<file path="src/cpg_pkg.sv">
// shared constants and types of the cascaded pulse-width generator
package cpg_pkg;

  // ==========================================================================
  // register map (byte addresses on the wishbone port)
  localparam int        CPG_ADR_W       = 8;
  localparam logic [7:0] CPG_OFS_CTRL    = 8'h00;
  localparam logic [7:0] CPG_OFS_LIMIT   = 8'h04;
  localparam logic [7:0] CPG_OFS_DUTY    = 8'h08;
  localparam logic [7:0] CPG_OFS_SDUTY_A = 8'h0C;
  localparam logic [7:0] CPG_OFS_SDUTY_B = 8'h10;
  localparam logic [7:0] CPG_OFS_STATUS  = 8'h14;

  // ==========================================================================
  // control field positions
  localparam int CPG_CTRL_EN     = 0;
  localparam int CPG_CTRL_INV    = 1;
  localparam int CPG_CTRL_SINV_A = 2;
  localparam int CPG_CTRL_SINV_B = 3;

  // ==========================================================================
  // status field positions
  localparam int CPG_STAT_OUT   = 0;
  localparam int CPG_STAT_SOUT  = 1;
  localparam int CPG_STAT_EN    = 3;
  localparam int CPG_STAT_CNT   = 16;

  // ==========================================================================
  // widths and reset values
  localparam int           CPG_MAIN_W    = 16;
  localparam int           CPG_SEC_W     = 8;
  localparam int           CPG_NSEC      = 2;
  localparam logic [15:0]  CPG_LIMIT_RST = 16'hFFFF;
  localparam logic [15:0]  CPG_DUTY_RST  = 16'h7FFF;
  localparam logic [7:0]   CPG_SDUTY_RST = 8'h80;
  localparam logic [7:0]   CPG_SEC_LAST  = 8'hFF;

  // ==========================================================================
  // bus handshake states
  typedef enum logic [1:0] {
    CPG_BUS_IDLE = 2'b01,
    CPG_BUS_ACK  = 2'b10
  } cpg_bus_e;

endpackage

</file>
<file path="src/cpg_sec_if.sv">
// link between the main channel and the two secondary channels
`timescale 1ns/1ps
interface cpg_sec_if;
  import cpg_pkg::*;

  logic                              tick;
  logic                              run;
  logic [CPG_NSEC-1:0][CPG_SEC_W-1:0] duty;
  logic [CPG_NSEC-1:0]               inv;
  logic [CPG_NSEC-1:0]               out;

  modport ctl  (output tick, output run, output duty, output inv, input out);
  modport chan (input tick, input run, input duty, input inv, output out);
endinterface

</file>
<file path="src/cpg_top.sv">
// cascaded pulse-width generator: main channel, registers, secondary link
//
// What this block does
// - main period lasts period limit plus one clocks, 16-bit counter.
// - main active part lasts duty value plus one clocks, own register.
// - divider covers slowest 16-bit period up to clock rate, duty to continuous.
// - main disabled without inversion rests low.
// - main enabled, not inverted: high for duty part, then low.
// - main inverted and disabled rests high.
// - main enabled and inverted: low for duty part, then high.
// - disabling main returns it to rest level until enabled again.
// - each secondary counts main output rising edges in 8 bits, divide by 256.
// - both secondaries share the main clock, each with its own duty.
// - secondary duty is 8 bits, active cycles out of 256.
// - each secondary inversion bit flips rest level and switching phase.
// - secondaries have no enable; they run only while main runs.
// - main control bits, limit and duty read back; secondary duties write-only.
//
// Decided for this implementation: register access over Wishbone and the placing of the registers.
`timescale 1ns/1ps
module cpg_top (
  input  wire logic                          clock,
  input  wire logic                          sys_rst,
  input  wire logic                          wb_cyc_i,
  input  wire logic                          wb_stb_i,
  input  wire logic                          wb_we_i,
  input  wire logic [cpg_pkg::CPG_ADR_W-1:0] wb_adr_i,
  input  wire logic [3:0]                    wb_sel_i,
  input  wire logic [31:0]                   wb_dat_i,
  output wire logic [31:0]                   wb_dat_o,
  output wire logic                          wb_ack_o,
  output wire logic                          main_pulse_channel,
  output wire logic                          secondary_channel_a,
  output wire logic                          secondary_channel_b
);
  import cpg_pkg::*;

  typedef struct packed {
    cpg_bus_e                          bus;
    logic [31:0]                       rdat;
    logic                              en;
    logic                              inv;
    logic [CPG_NSEC-1:0]               sinv;
    logic [CPG_MAIN_W-1:0]             limit;
    logic [CPG_MAIN_W-1:0]             duty;
    logic [CPG_NSEC-1:0][CPG_SEC_W-1:0] sduty;
    logic [CPG_MAIN_W-1:0]             cnt;
    logic                              out;
    logic                              out_d;
  } cpg_main_s;

  cpg_main_s   st_reg;
  cpg_main_s   st_next;
  logic [7:0]  word_adr;
  logic [31:0] rd_mux;
  logic        active;
  logic        req;

  cpg_sec_if sec_link ();

  // ==========================================================================
  // lane-wise merge of a write into a narrow register
  function automatic logic [15:0] cpg_merge16(
    input logic [15:0] old,
    input logic [31:0] dat,
    input logic [3:0]  sel
  );
    logic [15:0] res;
    res = old;
    if (sel[0]) begin
      res[7:0] = dat[7:0];
    end
    if (sel[1]) begin
      res[15:8] = dat[15:8];
    end
    return res;
  endfunction

  // ==========================================================================
  // read decode
  assign word_adr = {wb_adr_i[7:2], 2'b00};
  assign req      = wb_cyc_i && wb_stb_i;

  always_comb begin
    rd_mux = 32'h0000_0000;
    case (word_adr)
      CPG_OFS_CTRL: begin
        rd_mux[CPG_CTRL_EN]     = st_reg.en;
        rd_mux[CPG_CTRL_INV]    = st_reg.inv;
        rd_mux[CPG_CTRL_SINV_A] = st_reg.sinv[0];
        rd_mux[CPG_CTRL_SINV_B] = st_reg.sinv[1];
      end
      CPG_OFS_LIMIT: begin
        rd_mux[15:0] = st_reg.limit;
      end
      CPG_OFS_DUTY: begin
        rd_mux[15:0] = st_reg.duty;
      end
      CPG_OFS_STATUS: begin
        rd_mux[CPG_STAT_OUT]                    = st_reg.out;
        rd_mux[CPG_STAT_SOUT +: CPG_NSEC]       = sec_link.out;
        rd_mux[CPG_STAT_EN]                     = st_reg.en;
        rd_mux[CPG_STAT_CNT +: CPG_MAIN_W]      = st_reg.cnt;
      end
      // secondary duty words are write-only and read as zero
      default: begin
        rd_mux = 32'h0000_0000;
      end
    endcase
  end

  // ==========================================================================
  // main channel compare; duty at or past the limit gives a steady level
  assign active = (st_reg.cnt <= st_reg.duty);

  always_comb begin
    st_next = st_reg;

    // bus: answer one cycle after the request, commit the write on the
    // edge where the master sees ack
    case (st_reg.bus)
      CPG_BUS_IDLE: begin
        if (req) begin
          st_next.bus  = CPG_BUS_ACK;
          st_next.rdat = rd_mux;
        end
      end
      CPG_BUS_ACK: begin
        st_next.bus = CPG_BUS_IDLE;
        if (req && wb_we_i) begin
          case (word_adr)
            CPG_OFS_CTRL: begin
              if (wb_sel_i[0]) begin
                st_next.en      = wb_dat_i[CPG_CTRL_EN];
                st_next.inv     = wb_dat_i[CPG_CTRL_INV];
                st_next.sinv[0] = wb_dat_i[CPG_CTRL_SINV_A];
                st_next.sinv[1] = wb_dat_i[CPG_CTRL_SINV_B];
              end
            end
            CPG_OFS_LIMIT: begin
              st_next.limit = cpg_merge16(st_reg.limit, wb_dat_i, wb_sel_i);
            end
            CPG_OFS_DUTY: begin
              st_next.duty = cpg_merge16(st_reg.duty, wb_dat_i, wb_sel_i);
            end
            CPG_OFS_SDUTY_A: begin
              if (wb_sel_i[0]) begin
                st_next.sduty[0] = wb_dat_i[7:0];
              end
            end
            CPG_OFS_SDUTY_B: begin
              if (wb_sel_i[0]) begin
                st_next.sduty[1] = wb_dat_i[7:0];
              end
            end
            default: begin
              st_next.bus = CPG_BUS_IDLE;
            end
          endcase
        end
      end
      default: begin
        st_next.bus = CPG_BUS_IDLE;
      end
    endcase

    // period counter; >= so a limit written below the count still wraps
    if (!st_reg.en) begin
      st_next.cnt = '0;
    end else if (st_reg.cnt >= st_reg.limit) begin
      st_next.cnt = '0;
    end else begin
      st_next.cnt = CPG_MAIN_W'(st_reg.cnt + 16'h0001);
    end

    // level: duty part first, inversion swaps both phase and rest level
    st_next.out   = st_reg.en ? (active ^ st_reg.inv) : st_reg.inv;
    st_next.out_d = st_reg.out;
  end

  always_ff @(posedge clock) begin
    if (sys_rst) begin
      st_reg.bus   <= CPG_BUS_IDLE;
      st_reg.rdat  <= 32'h0000_0000;
      st_reg.en    <= 1'b0;
      st_reg.inv   <= 1'b0;
      st_reg.sinv  <= '0;
      st_reg.limit <= CPG_LIMIT_RST;
      st_reg.duty  <= CPG_DUTY_RST;
      st_reg.sduty <= {CPG_NSEC{CPG_SDUTY_RST}};
      st_reg.cnt   <= '0;
      st_reg.out   <= 1'b0;
      st_reg.out_d <= 1'b0;
    end else begin
      st_reg <= st_next;
    end
  end

  // ==========================================================================
  // secondary link: rising edge of the main output steps the secondaries
  assign sec_link.tick = st_reg.en && st_reg.out && !st_reg.out_d;
  assign sec_link.run  = st_reg.en;
  assign sec_link.duty = st_reg.sduty;
  assign sec_link.inv  = st_reg.sinv;

  cpg_sec u_sec (
    .clock   (clock),
    .sys_rst (sys_rst),
    .sec     (sec_link.chan)
  );

  assign wb_ack_o            = (st_reg.bus == CPG_BUS_ACK);
  assign wb_dat_o            = st_reg.rdat;
  assign main_pulse_channel  = st_reg.out;
  assign secondary_channel_a = sec_link.out[0];
  assign secondary_channel_b = sec_link.out[1];
endmodule

</file>
<file path="src/cpg_sec.sv">
// two secondary channels stepped by the main channel output
`timescale 1ns/1ps
module cpg_sec (
  input wire logic clock,
  input wire logic sys_rst,
  cpg_sec_if.chan  sec
);
  import cpg_pkg::*;

  typedef struct packed {
    logic [CPG_NSEC-1:0][CPG_SEC_W-1:0] cnt;
    logic [CPG_NSEC-1:0]               out;
  } cpg_sec_s;

  cpg_sec_s                          st_reg;
  cpg_sec_s                          st_next;
  logic [CPG_NSEC-1:0]               lvl;
  logic [CPG_NSEC-1:0][CPG_SEC_W-1:0] cnt_step;

  // ==========================================================================
  // per-channel compare and step
  genvar gi;
  generate
    for (gi = 0; gi < CPG_NSEC; gi++) begin : g_ch
      // active below duty, inversion last; forced to rest level when stopped
      assign lvl[gi] = sec.run ? ((st_reg.cnt[gi] < sec.duty[gi]) ^ sec.inv[gi])
                               : sec.inv[gi];
      // 8-bit wrap gives the fixed divide by 256
      assign cnt_step[gi] = sec.tick ? CPG_SEC_W'(st_reg.cnt[gi] + 8'h01)
                                     : st_reg.cnt[gi];

    end
  endgenerate

  // ==========================================================================
  // state update
  always_comb begin
    st_next = st_reg;
    for (int i = 0; i < CPG_NSEC; i++) begin
      // restart from zero each time the main channel starts
      st_next.cnt[i] = sec.run ? cnt_step[i] : '0;
    end
    st_next.out = lvl;
  end

  always_ff @(posedge clock) begin
    if (sys_rst) begin
      st_reg <= '0;
    end else begin
      st_reg <= st_next;
    end
  end

  assign sec.out = st_reg.out;

endmodule

</file>
<file path="config.mk">
export PLATFORM = sky130hd
export DESIGN_NAME = cpg_top
export DESIGN_NICKNAME = d
export VERILOG_FILES = /design/src/cpg_pkg.sv /design/src/cpg_sec_if.sv /design/src/cpg_top.sv /design/src/cpg_sec.sv
export SDC_FILE = /design/constraint.sdc
export NUM_CORES = 1
export LEC_CHECK = 0
export BUFFER_PORTS_ARGS = -buffer_cell sky130_fd_sc_hd__buf_2
export CAP_MARGIN = 20
export CORE_ASPECT_RATIO = 0.9
export CORE_MARGIN = 1
export CORE_UTILIZATION = 50
export CTS_CLUSTER_SIZE = 24
export DETAILED_ROUTE_END_ITERATION = 10
export MAX_ROUTING_LAYER = met4
export PLACE_DENSITY = 0.81
export SLEW_MARGIN = 5
export SYNTH_ARGS = -nofsm -noshare
export SYNTH_HDL_FRONTEND = slang
export SYNTH_SLANG_ARGS = --single-unit
</file>
<file path="constraint.sdc">
create_clock -name clock -period 2.9 [get_ports clock]
set_input_delay 0.29 -clock clock [delete_from_list [all_inputs] [get_ports clock]]
set_output_delay 0.29 -clock clock [all_outputs]
set_load 0.03 [all_outputs]
</file>
After elaboration in Yosys (flattened, before gate mapping)
Cells that the tools add are included.
- bits in registers: 122
- input bits: 49
- output and inout bits: 36
- logic and storage cells: 59
- $add $sub $neg: 3
- order comparisons: 4
- equal/unequal tests: 7
- mux-type cells: 6
- bitwise logic cells: 5
- reductions and logical operators: 17
- operators by type and width (kind ; count):
    $reduce_and 4->1 ; 7
    $pmux 12 s2 ; 1
    $add 16x1->16 const B ; 1
    $add 8x1->8 const B ; 2
    $ge 16x16->1 ; 1
    $le 16x16->1 ; 1
    $lt 8x8->1 ; 2
    $mux 16 ; 1
    $pmux 4 s4 ; 1
    $eq 6x2->1 const B ; 2
    $eq 6x3->1 const B ; 2
    $logic_not 8->1 ; 1
    $eq 6x1->1 const B ; 1
    $logic_and 1x1->1 ; 4
    $reduce_or 2->1 ; 2
    $mux 1 ; 3
    $reduce_or 3->1 ; 1
    $xor 1x1->1 ; 3
    $eq 2x1->1 const B ; 1
    $eq 2x2->1 const B ; 1
    $not 1->1 ; 2
    $reduce_and 2->1 ; 1
    $logic_not 1->1 ; 1

Depth between registers and ports, before layout
Gate-level depths: netlist of the first run.
- depth after elaboration: 3
- gate-level depth with buffers: 8
- mapped depth without buffers: 7

Hierarchy
From an unflattened synthesis of the first run, not the netlist that was laid out.
- cell total of the unflattened synthesis: 703
- area total of the unflattened synthesis: 6203.4 µm²
- modules (own cells, without submodules) (module ; instances ; cells an instance ; area each (µm²)):
    cpg_top ; 1 ; 575 ; 5094.9
    cpg_sec ; 1 ; 128 ; 1108.6

Least setup slack after synthesis of the first run
No wires, ideal clock.
- path type: register to register
- from: register st_reg[103] (netlist name)
- to: register st_reg[39] (netlist name)
- arrival: 1997 ps
- path slack: 784 ps
- cell stages (with the launch flop): 7
- buffers on the path: 1
- period minus slack after synthesis: 2116 ps
- cell sequence: dfxtp_1 nor2b_1 nand4_1 nor3_2 buf_2 nor2_1 a211o_1
- longest elaborated chain between the ends: 2
- RTL lines (item ; line ; text):
    from (decl) ; cpg_top.sv:52 ; cpg_main_s st_reg;
    from (signal assigned) ; cpg_top.sv:195 ; st_reg <= st_next;
    $eq 2x2->1 ; n/a ;
    via wb_ack_o ; cpg_top.sv:31 ; output wire logic wb_ack_o,
    $reduce_and 4->1 (no source line) ; n/a ;
The timed path passes the listed nets, and every way through them passes these cells.
A chain may end at the register's enable or synchronous reset.

Worst setup path in the final report of the first run
- from: register st_reg[15] (netlist name)
- to: register st_reg, in the netlist main_pulse_channel
- longest elaborated chain between the ends: 3
- RTL lines (item ; line ; text):
    $le 16x16->1 ; cpg_top.sv:114 ; assign active = (st_reg.cnt <= st_reg.duty);
    $xor 1x1->1 ; cpg_top.sv:177 ; st_next.out = st_reg.en ? (active ^ st_reg.inv) : st_reg.inv;
    $mux 1 ; cpg_top.sv:177 ;
No other way between the ends.

==> results of run 1 <==
-- synth_stat cells (3+ instances only) --
cell      count  area share
a211o_1      33       0.047
a211oi_1      7      0.0085
a21o_1        7      0.0085
a21oi_1      30       0.024
a221oi_1     13       0.018
a22o_1        4      0.0057
and3_1        3      0.0030
and4_1        6      0.0085
buf_2         6      0.0049
buf_4        34       0.041
clkbuf_1     21       0.013
dfxtp_1     122        0.39
ha_1         49       0.099
inv_1        50       0.030
mux2i_1      25       0.040
nand2_1      36       0.022
nand2b_1     10       0.010
nand3_1      27       0.022
nand4_1      12       0.012
nor2_1      108       0.066
nor2b_1       6      0.0061
nor3_1       16       0.013
nor3_2        3      0.0049
nor4_1        4      0.0040
o21a_1        4      0.0049
o21ai_0       6      0.0049
o21ai_1       6      0.0049
xnor2_1       9       0.013
xor2_1       19       0.027
-- layout make-up --
type                       instances  area (sq um)  share of cell area
multi-input combinational        465          3180               0.449
sequential                       122          2440               0.345
clock buffer                      23           498              0.0704
timing repair buffer              79           433              0.0612
tap                              160           200              0.0283
inverter                          50           188              0.0265
clock inverter                     7           138              0.0195
-- power by group through the flow --
stage          combinational [mW]  sequential, mW  clock, mW
4_1_cts                     0.153            1.69       2.29
3_5_place_dp                0.152            1.73          0
5_1_grt                     0.166            1.70       2.37
2_1_floorplan               0.105            1.73          0
3_3_place_gp                0.150            1.73          0
6_report                    0.151            1.70       2.27
-- metrics by stage --
step	setup slack (ps)	total power, mW
final	751	4.12
after detailed placement	766	1.88
after global placement	573	1.88
after CTS	775	4.14
after floorplan	784	1.83
after global routing	594	4.23
-- worst max-delay path by stage --
stage | startpoint | to | depth (start not counted)
2_1_floorplan | st_reg[103] | st_reg[39] | 6
3_3_place_gp | st_reg[2] | st_reg[12] | 7
3_5_place_dp | wb_adr_i[3] | st_reg[50] | 6
4_1_cts | st_reg[15] | main_pulse_channel | 6
5_1_grt | st_reg[9] | st_reg[8] | 7
6_report | st_reg[15] | main_pulse_channel | 6
-- layer usage --
layer	GRT usage	vias to the layer above
met3	0.0493	20
li1	-	2468
met1	0.273	2388
met5	-	-
met4	0.0967	0
met2	0.406	107
-- cell families (layout without fill, tap and decap cells) --
group,Yosys count,after routing,share of synthesized area
AOI/OAI and AO/OA,118,118,0.138
xor gates and xnor gates,28,28,0.0397
adders and majority gates,49,49,0.0992
buffers and inverters,115,159,0.0941
DFF,122,122,0.395
muxes,27,27,0.0441
and+or+nand+nor,243,243,0.190
-- critical path: cells and delay by family, from the launching register on --
| family | cells | cell delay, ps |
|---|---|---|
| AND/OR/NAND/NOR | 2 | 720 |
| adder cells (fa/ha/maj) | 1 | 340 |
| AO/OA/AOI/OAI | 3 | 550 |
| flip-flops | 1 | 400 |
==> results.cfg, run 1 <==
[critical_path]
cpPeakStageDelay_ps = 550
r2r_cells = 6
crit_arrival_ps = 2430
r2r-end = main_pulse_channel
cp_slowest_cell = nor4_1
r2r_slack_ps = 750
crit_type = reg -> reg
worstPathRequired_ps = 3180
path_cells = ha_1 -> nand4_1 -> nor4_1 -> a21oi_1 -> a221oi_1 -> o311ai_1
endpoint_kind = flip-flop
cp_max_fo = 6
r2r-start = st_reg[15]
crit_path_start_kind = flip-flop

[outcome]
status = finished, final reports clean

[routing]
drc_errors = 0
firstDrtPassIters = 7
routed.top_layer = met4
dr_wl_met3_um = 562
wl_per_cell_um = 15.3
drt_wl_total_mm = 13.8
drtAntennaViolNets = 0
via_per_inst = 5.50
drtIter0Drc = 360
m1WireLength_mm = 6.18
via_count = 4983
dr_wl_met2_mm = 6.86

[clock_tree]
cts_hold_buf = 0
cts.sinks = 122
clk_pin_slew_ps = 50
htree_levels = 4
clkLatencyLatePin_ps = 420
cts_resized = 0
cts_buffers = 17
clock_path_buffers = 2
cts_root_buf = clkbuf_16
cts_setup_buffers = 0
cts_tree = done

[sta]
setup_viol = 0
finalSetupTns_ps = 0
worst-slew-pin-transition_ps = 658
fin_crit_ps = 2150
relSlewSlack = 0.561
drv_slew = 0
post-route-period-util = 0.741
timing.hold.ws_ps = 101
hold_viol = 0
rsz0062_at_grt = false
fmax_mhz = 465
finClkSkew_ps = 4.70

[floorplanning]
dieArea_sq_um = 12800
die_x_um = 119
rows = 38
core-area_sq_um = 12100
io_pins = 85
chipHeight_um = 108
initial_core_util = 0.512

[synthesis]
synth_edf_count = 0
avgSynthCellArea_sq_um = 8.81
synth-seq-area-share = 0.395
synth_ff_type = dfxtp_1
syn_inst = 702
async_reset_ff_frac = 0
syn-num-nets = 800
yosysUniqueCellTypes = 48
synth_warnings = 0
syn_area_sq_um = 6180
ys_ff_latch = 122

[layout]
area_delta_synth_final_pct = 14.4
finalNetCount = 833
diodes = 0
layoutNonFillerInstCount = 906
largest_reg_flops = 52
final_common_cell = dfxtp_1
layout_common_cells = 122 x dfxtp_1, 108 x nor2_1, 64 x buf_2, 50 x inv_1, 49 x ha_1
drive_above_1_share = 0.160
final_core_util = 0.586
fill_cells = 1083
design_area_sq_um = 7080

[power_and_ir_drop]
leakage_nw = 3.07
clkPwrFrac = 0.551
power_switching_mw = 0.842
ir_drop_uv = 556
pwr-share-comb = 0.037
swShare = 0.205
power.internal_mw = 3.27
power_density_nw_per_um2 = 582
p_seq_frac = 0.412

[grt]
grt_max_degree = 64
gr-total-overflow = 0
antenna_found_initial = 0
grt_pass1_vias = 4801
grt_usage = 0.238
grt_pass1_wl_mm = 23.1

[place]
dp_cells = 876
place_congestion = 0.823
dpl.hpwl_mm = 9.42
placed_cell_area_sq_um = 6440
port_buffers = 64

[min_path]
min_path_cells = 2
holdPathEnd = st_reg[48]
holdCritStartpoint = wb_dat_i[14]
hp-class = in -> reg

[job]
maxCapViolCount = 0
Power figures use the tool's default switching activity.
==> inputs of run 2 (changes only) <==
==> constraint.sdc (replaced) <==
create_clock -name clock -period 2.25 [get_ports clock]
set_input_delay 0.225 -clock clock [delete_from_list [all_inputs] [get_ports clock]]
set_output_delay 0.225 -clock clock [all_outputs]
set_load 0.03 [all_outputs]
==> results.cfg, run 2 (same netlist as run 1, synthesis figures left out) <==
[critical_path]
endpoint_kind = flip-flop
crit_path_start_kind = flip-flop
r2r_cells = 7
crit_cells = 7
crit_buf_inv = 1
crit_arrival_ps = 2270
worstPathRequired_ps = 2530
critPathTopFamily = simple AND/OR/NAND/NOR gates
cp_slowest_cell = dfxtp_1
path_cells = ha_1 -> nand4_1 -> nor4_1 -> buf_4 -> a21oi_1 -> a221oi_1 -> o311ai_1
cpPeakStageDelay_ps = 380
crit_type = reg -> reg
cp_max_fo = 6

[floorplanning]
rows = 38
chipHeight_um = 108
core-area_sq_um = 12100
dieArea_sq_um = 12800
die_x_um = 119
io_pins = 85
initial_core_util = 0.512

[sta]
post-route-period-util = 0.883
finClkSkew_ps = 7.74
fin_ws_ps = 263
setup_viol = 0
relSlewSlack = 0.589
finalSetupTns_ps = 0
fmax_mhz = 503
rsz0062_at_grt = false
hold_viol = 0
worst-slew-pin-transition_ps = 617
drv_slew = 0
fin_crit_ps = 1990

[routing]
drtAntennaViolNets = 0
firstDrtPassIters = 5
drtIter0Drc = 278
via_per_inst = 5.45
wl_per_cell_um = 14.9
via_count = 4977
drt_wl_total_mm = 13.6
drc_errors = 0

[clock_tree]
cts_buffers = 17
clock_path_buffers = 2
clkLatencyLatePin_ps = 410
cts.sinks = 122
clk_pin_slew_ps = 50
cts_setup_buffers = 0
cts_root_buf = clkbuf_16
cts_hold_buf = 0
htree_levels = 4
cts_resized = 0
cts_tree = done

[place]
dpl.hpwl_mm = 9.54
place_congestion = 0.837
dp_cells = 882
place_ws_ps = 214
port_buffers = 64

[grt]
grt_pass1_wl_mm = 23.2
gr-total-overflow = 0
grt_max_degree = 59
grt_pass1_vias = 5000
antenna_found_initial = 0
grt_usage = 0.239

[power_and_ir_drop]
ir_drop_uv = 825
leakage_nw = 3.12
p_total_mw = 5.34
power_density_nw_per_um2 = 748

[layout]
final_core_util = 0.591
diodes = 0
layout_common_cells = 122 x dfxtp_1, 108 x nor2_1, 64 x buf_2, 50 x inv_1, 49 x ha_1
drive_above_1_share = 0.165
layoutNonFillerInstCount = 913
area_delta_synth_final_pct = 15.5
final_common_cell = dfxtp_1
fill_cells = 1036
largest_reg_flops = 52
finalNetCount = 839

[min_path]
hp-class = in -> reg
min_path_cells = 2

[outcome]
status = finished, final reports clean

[job]
maxCapViolCount = 0
-- run 2: cell type report --
type                    instances  area (sq um)  area share
inverters                      50           188      0.0263
repair buffers                 85           490      0.0687
multi-input cells             465          3180       0.445
flip-flops and latches        122          2440       0.342
clock buffers                  23           478      0.0669
well taps                     160           200      0.0280
clock inverters                 8           165      0.0231
-- run 2: layer usage --
layer  vias up  wire (um)  GRT usage
met3        34        724     0.0588
met5         -          0          -
met2       126       6620      0.399
met1      2329       5840      0.268
li1       2488          -          -
met4         0        379      0.118
-- run 2: where the power goes --
part	total, mW	internal, mW	switching [mW]
registers	2.18	2.18	0.00649
logic	0.198	0.0614	0.137
clock network	2.96	2.04	0.920
-- run 2: per-stage QoR --
| stage | instance area, sq um | hold WS, ps |
|---|---|---|
| 2_1_floorplan | 6180 | 343 |
| 3_3_place_gp | 6500 | 436 |
| 3_5_place_dp | 6500 | 443 |
| 4_1_cts | 7140 | 20.1 |
| 5_1_grt | 7140 | 30.9 |
| 6_report | 7140 | 38.7 |
-- run 2: worst paths after layout --
path / end / from / slack [ps]
setup / recovery: main_pulse_channel / st_reg[15] / 260
hold / removal: st_reg[64] / wb_dat_i[14] / 40
setup reg to reg: main_pulse_channel / st_reg[15] / 260
hold reg to reg: wb_dat_o[20] / wb_dat_o[20] / 450
==> inputs of run 3 (changes only) <==
--- a/config.mk
+++ b/config.mk
@@ -10,6 +10,7 @@
 export CORE_ASPECT_RATIO = 0.9
 export CORE_MARGIN = 1
 export CORE_UTILIZATION = 50
+export CTS_CLUSTER_DIAMETER = 30
 export CTS_CLUSTER_SIZE = 24
 export DETAILED_ROUTE_END_ITERATION = 10
 export MAX_ROUTING_LAYER = met4
==> constraint.sdc (replaced) <==
create_clock -name clock -period 2.6 [get_ports clock]
set_input_delay 0.26 -clock clock [delete_from_list [all_inputs] [get_ports clock]]
set_output_delay 0.26 -clock clock [all_outputs]
set_load 0.03 [all_outputs]
==> results.cfg, run 3 (same netlist as run 1, synthesis figures left out) <==
[layout]
multi_input_area_sq_um = 3180
layoutNonFillerInstCount = 909
drive_above_1_share = 0.162
diodes = 0
layout_common_cells = 122 x dfxtp_1, 108 x nor2_1, 64 x buf_2, 50 x inv_1, 49 x ha_1
fill_cells = 1057
final_common_cell = dfxtp_1
final_core_util = 0.588
design_area_sq_um = 7100
largest_reg_flops = 52
area_delta_synth_final_pct = 14.9
seq_area_sq_um = 2440
finalNetCount = 835

[critical_path]
r2r-end = main_pulse_channel
cp-startpoint = st_reg[13]
r2r_slack_ps = 470
crit_type = reg -> reg
crit_arrival_ps = 2410
cp_max_fo = 6
worstPathRequired_ps = 2880
endpoint_kind = flip-flop
r2r_cells = 6
crit_path_start_kind = flip-flop
r2r-start = st_reg[13]

[min_path]
min_path_cells = 2
hp-class = in -> reg
holdCritStartpoint = wb_dat_i[14]
holdPathEnd = st_reg[64]

[sta]
fmax_mhz = 470
rsz0062_at_grt = false
relSlewSlack = 0.603
drv_slew = 0
finalSetupTns_ps = 0
post-route-period-util = 0.818
setup_viol = 0
worst-slew-pin-transition_ps = 595
finClkSkew_ps = 10.4
fin_crit_ps = 2130
hold_viol = 0

[grt]
grt_pass1_vias = 4631
antenna_found_initial = 0
grt_pass1_wl_mm = 22.1
grt_max_degree = 59
grt_usage = 0.228
gr-total-overflow = 0

[routing]
drc_errors = 0
drtIter0Drc = 295
firstDrtPassIters = 8
via_per_inst = 5.36
drt_wl_total_mm = 13.4
drtAntennaViolNets = 0
wl_per_cell_um = 14.7
via_count = 4868

[floorplanning]
io_pins = 85
chipHeight_um = 108
dieArea_sq_um = 12800
core-area_sq_um = 12100
initial_core_util = 0.512
die_x_um = 119
rows = 38

[clock_tree]
cts_buffers = 17
htree_levels = 4
clk_pin_slew_ps = 50
cts.sinks = 122
cts_setup_buffers = 0
clock_path_buffers = 2
clkLatencyLatePin_ps = 420
cts_resized = 0
cts_tree = done
cts_root_buf = clkbuf_16
cts_hold_buf = 0

[power_and_ir_drop]
ir_drop_uv = 568
leakage_nw = 3.09
power_density_nw_per_um2 = 652

[place]
placed_cell_area_sq_um = 6450
dp_cells = 878
port_buffers = 64
place_congestion = 0.814
dpl.hpwl_mm = 9.51

[outcome]
status = finished, final reports clean

[job]
maxCapViolCount = 0
## run 3: cell types whose count changed in the layout (fill, tap and decap cells not counted), sizes merged
cell      before  now
clkbuf        23   25
clkinvlp       0    1
bufinv         5    4
buf           85   81
clkinv         3    1
## run 3: metrics by stage
| stage | worst slack [ps] | hold slack, ps | total power, mW |
|---|---|---|---|
| 2_1_floorplan | 484 | 378 | 2.05 |
| 3_3_place_gp | 511 | 435 | 2.10 |
| 3_5_place_dp | 480 | 443 | 2.10 |
| 4_1_cts | 448 | 61.3 | 4.65 |
| 5_1_grt | 241 | 68.9 | 4.75 |
| 6_report | 473 | 65.8 | 4.63 |
## run 3: power by group
| part | internal, mW | total, mW | switching, mW |
|---|---|---|---|
| sequential | 1.88 | 1.89 | 0.00595 |
| clock | 1.75 | 2.57 | 0.817 |
| combinational | 0.0527 | 0.171 | 0.119 |
| total | 3.69 | 4.63 | 0.941 |
## run 3: worst max-delay path, cell delays in order (launching register included)
cell and delay (ps):
dfxtp_1 380, ha_1 350, nand4_1 170, nor4_1 550, a21oi_1 140, a221oi_1 260
o311ai_1 160
## run 3: worst max-delay path by stage
stage                         endpoint  slack [ps]  cells past startpoint
detailed placement          st_reg[54]         480                      6
CTS                 main_pulse_channel         450                      5
global route        main_pulse_channel         240                      5
global placement    main_pulse_channel         510                      6
finish              main_pulse_channel         470                      6
floorplan                   st_reg[39]         480                      6
## run 3: routing by layer
layer	vias up	wire length (um)	GRT usage
met3	28	508	0.0477
met2	99	6580	0.394
met5	-	0	-
met1	2268	6100	0.257
li1	2473	-	-
met4	0	225	0.0976
## run 3: cell type report
type,instances,area share
Timing Repair Buffer,81,0.0631
Multi-Input combinational cell,465,0.447
Clock inverter,6,0.0187
Inverter,50,0.0264
Tap cell,160,0.0282
Clock buffer,25,0.0726
Sequential cell,122,0.344
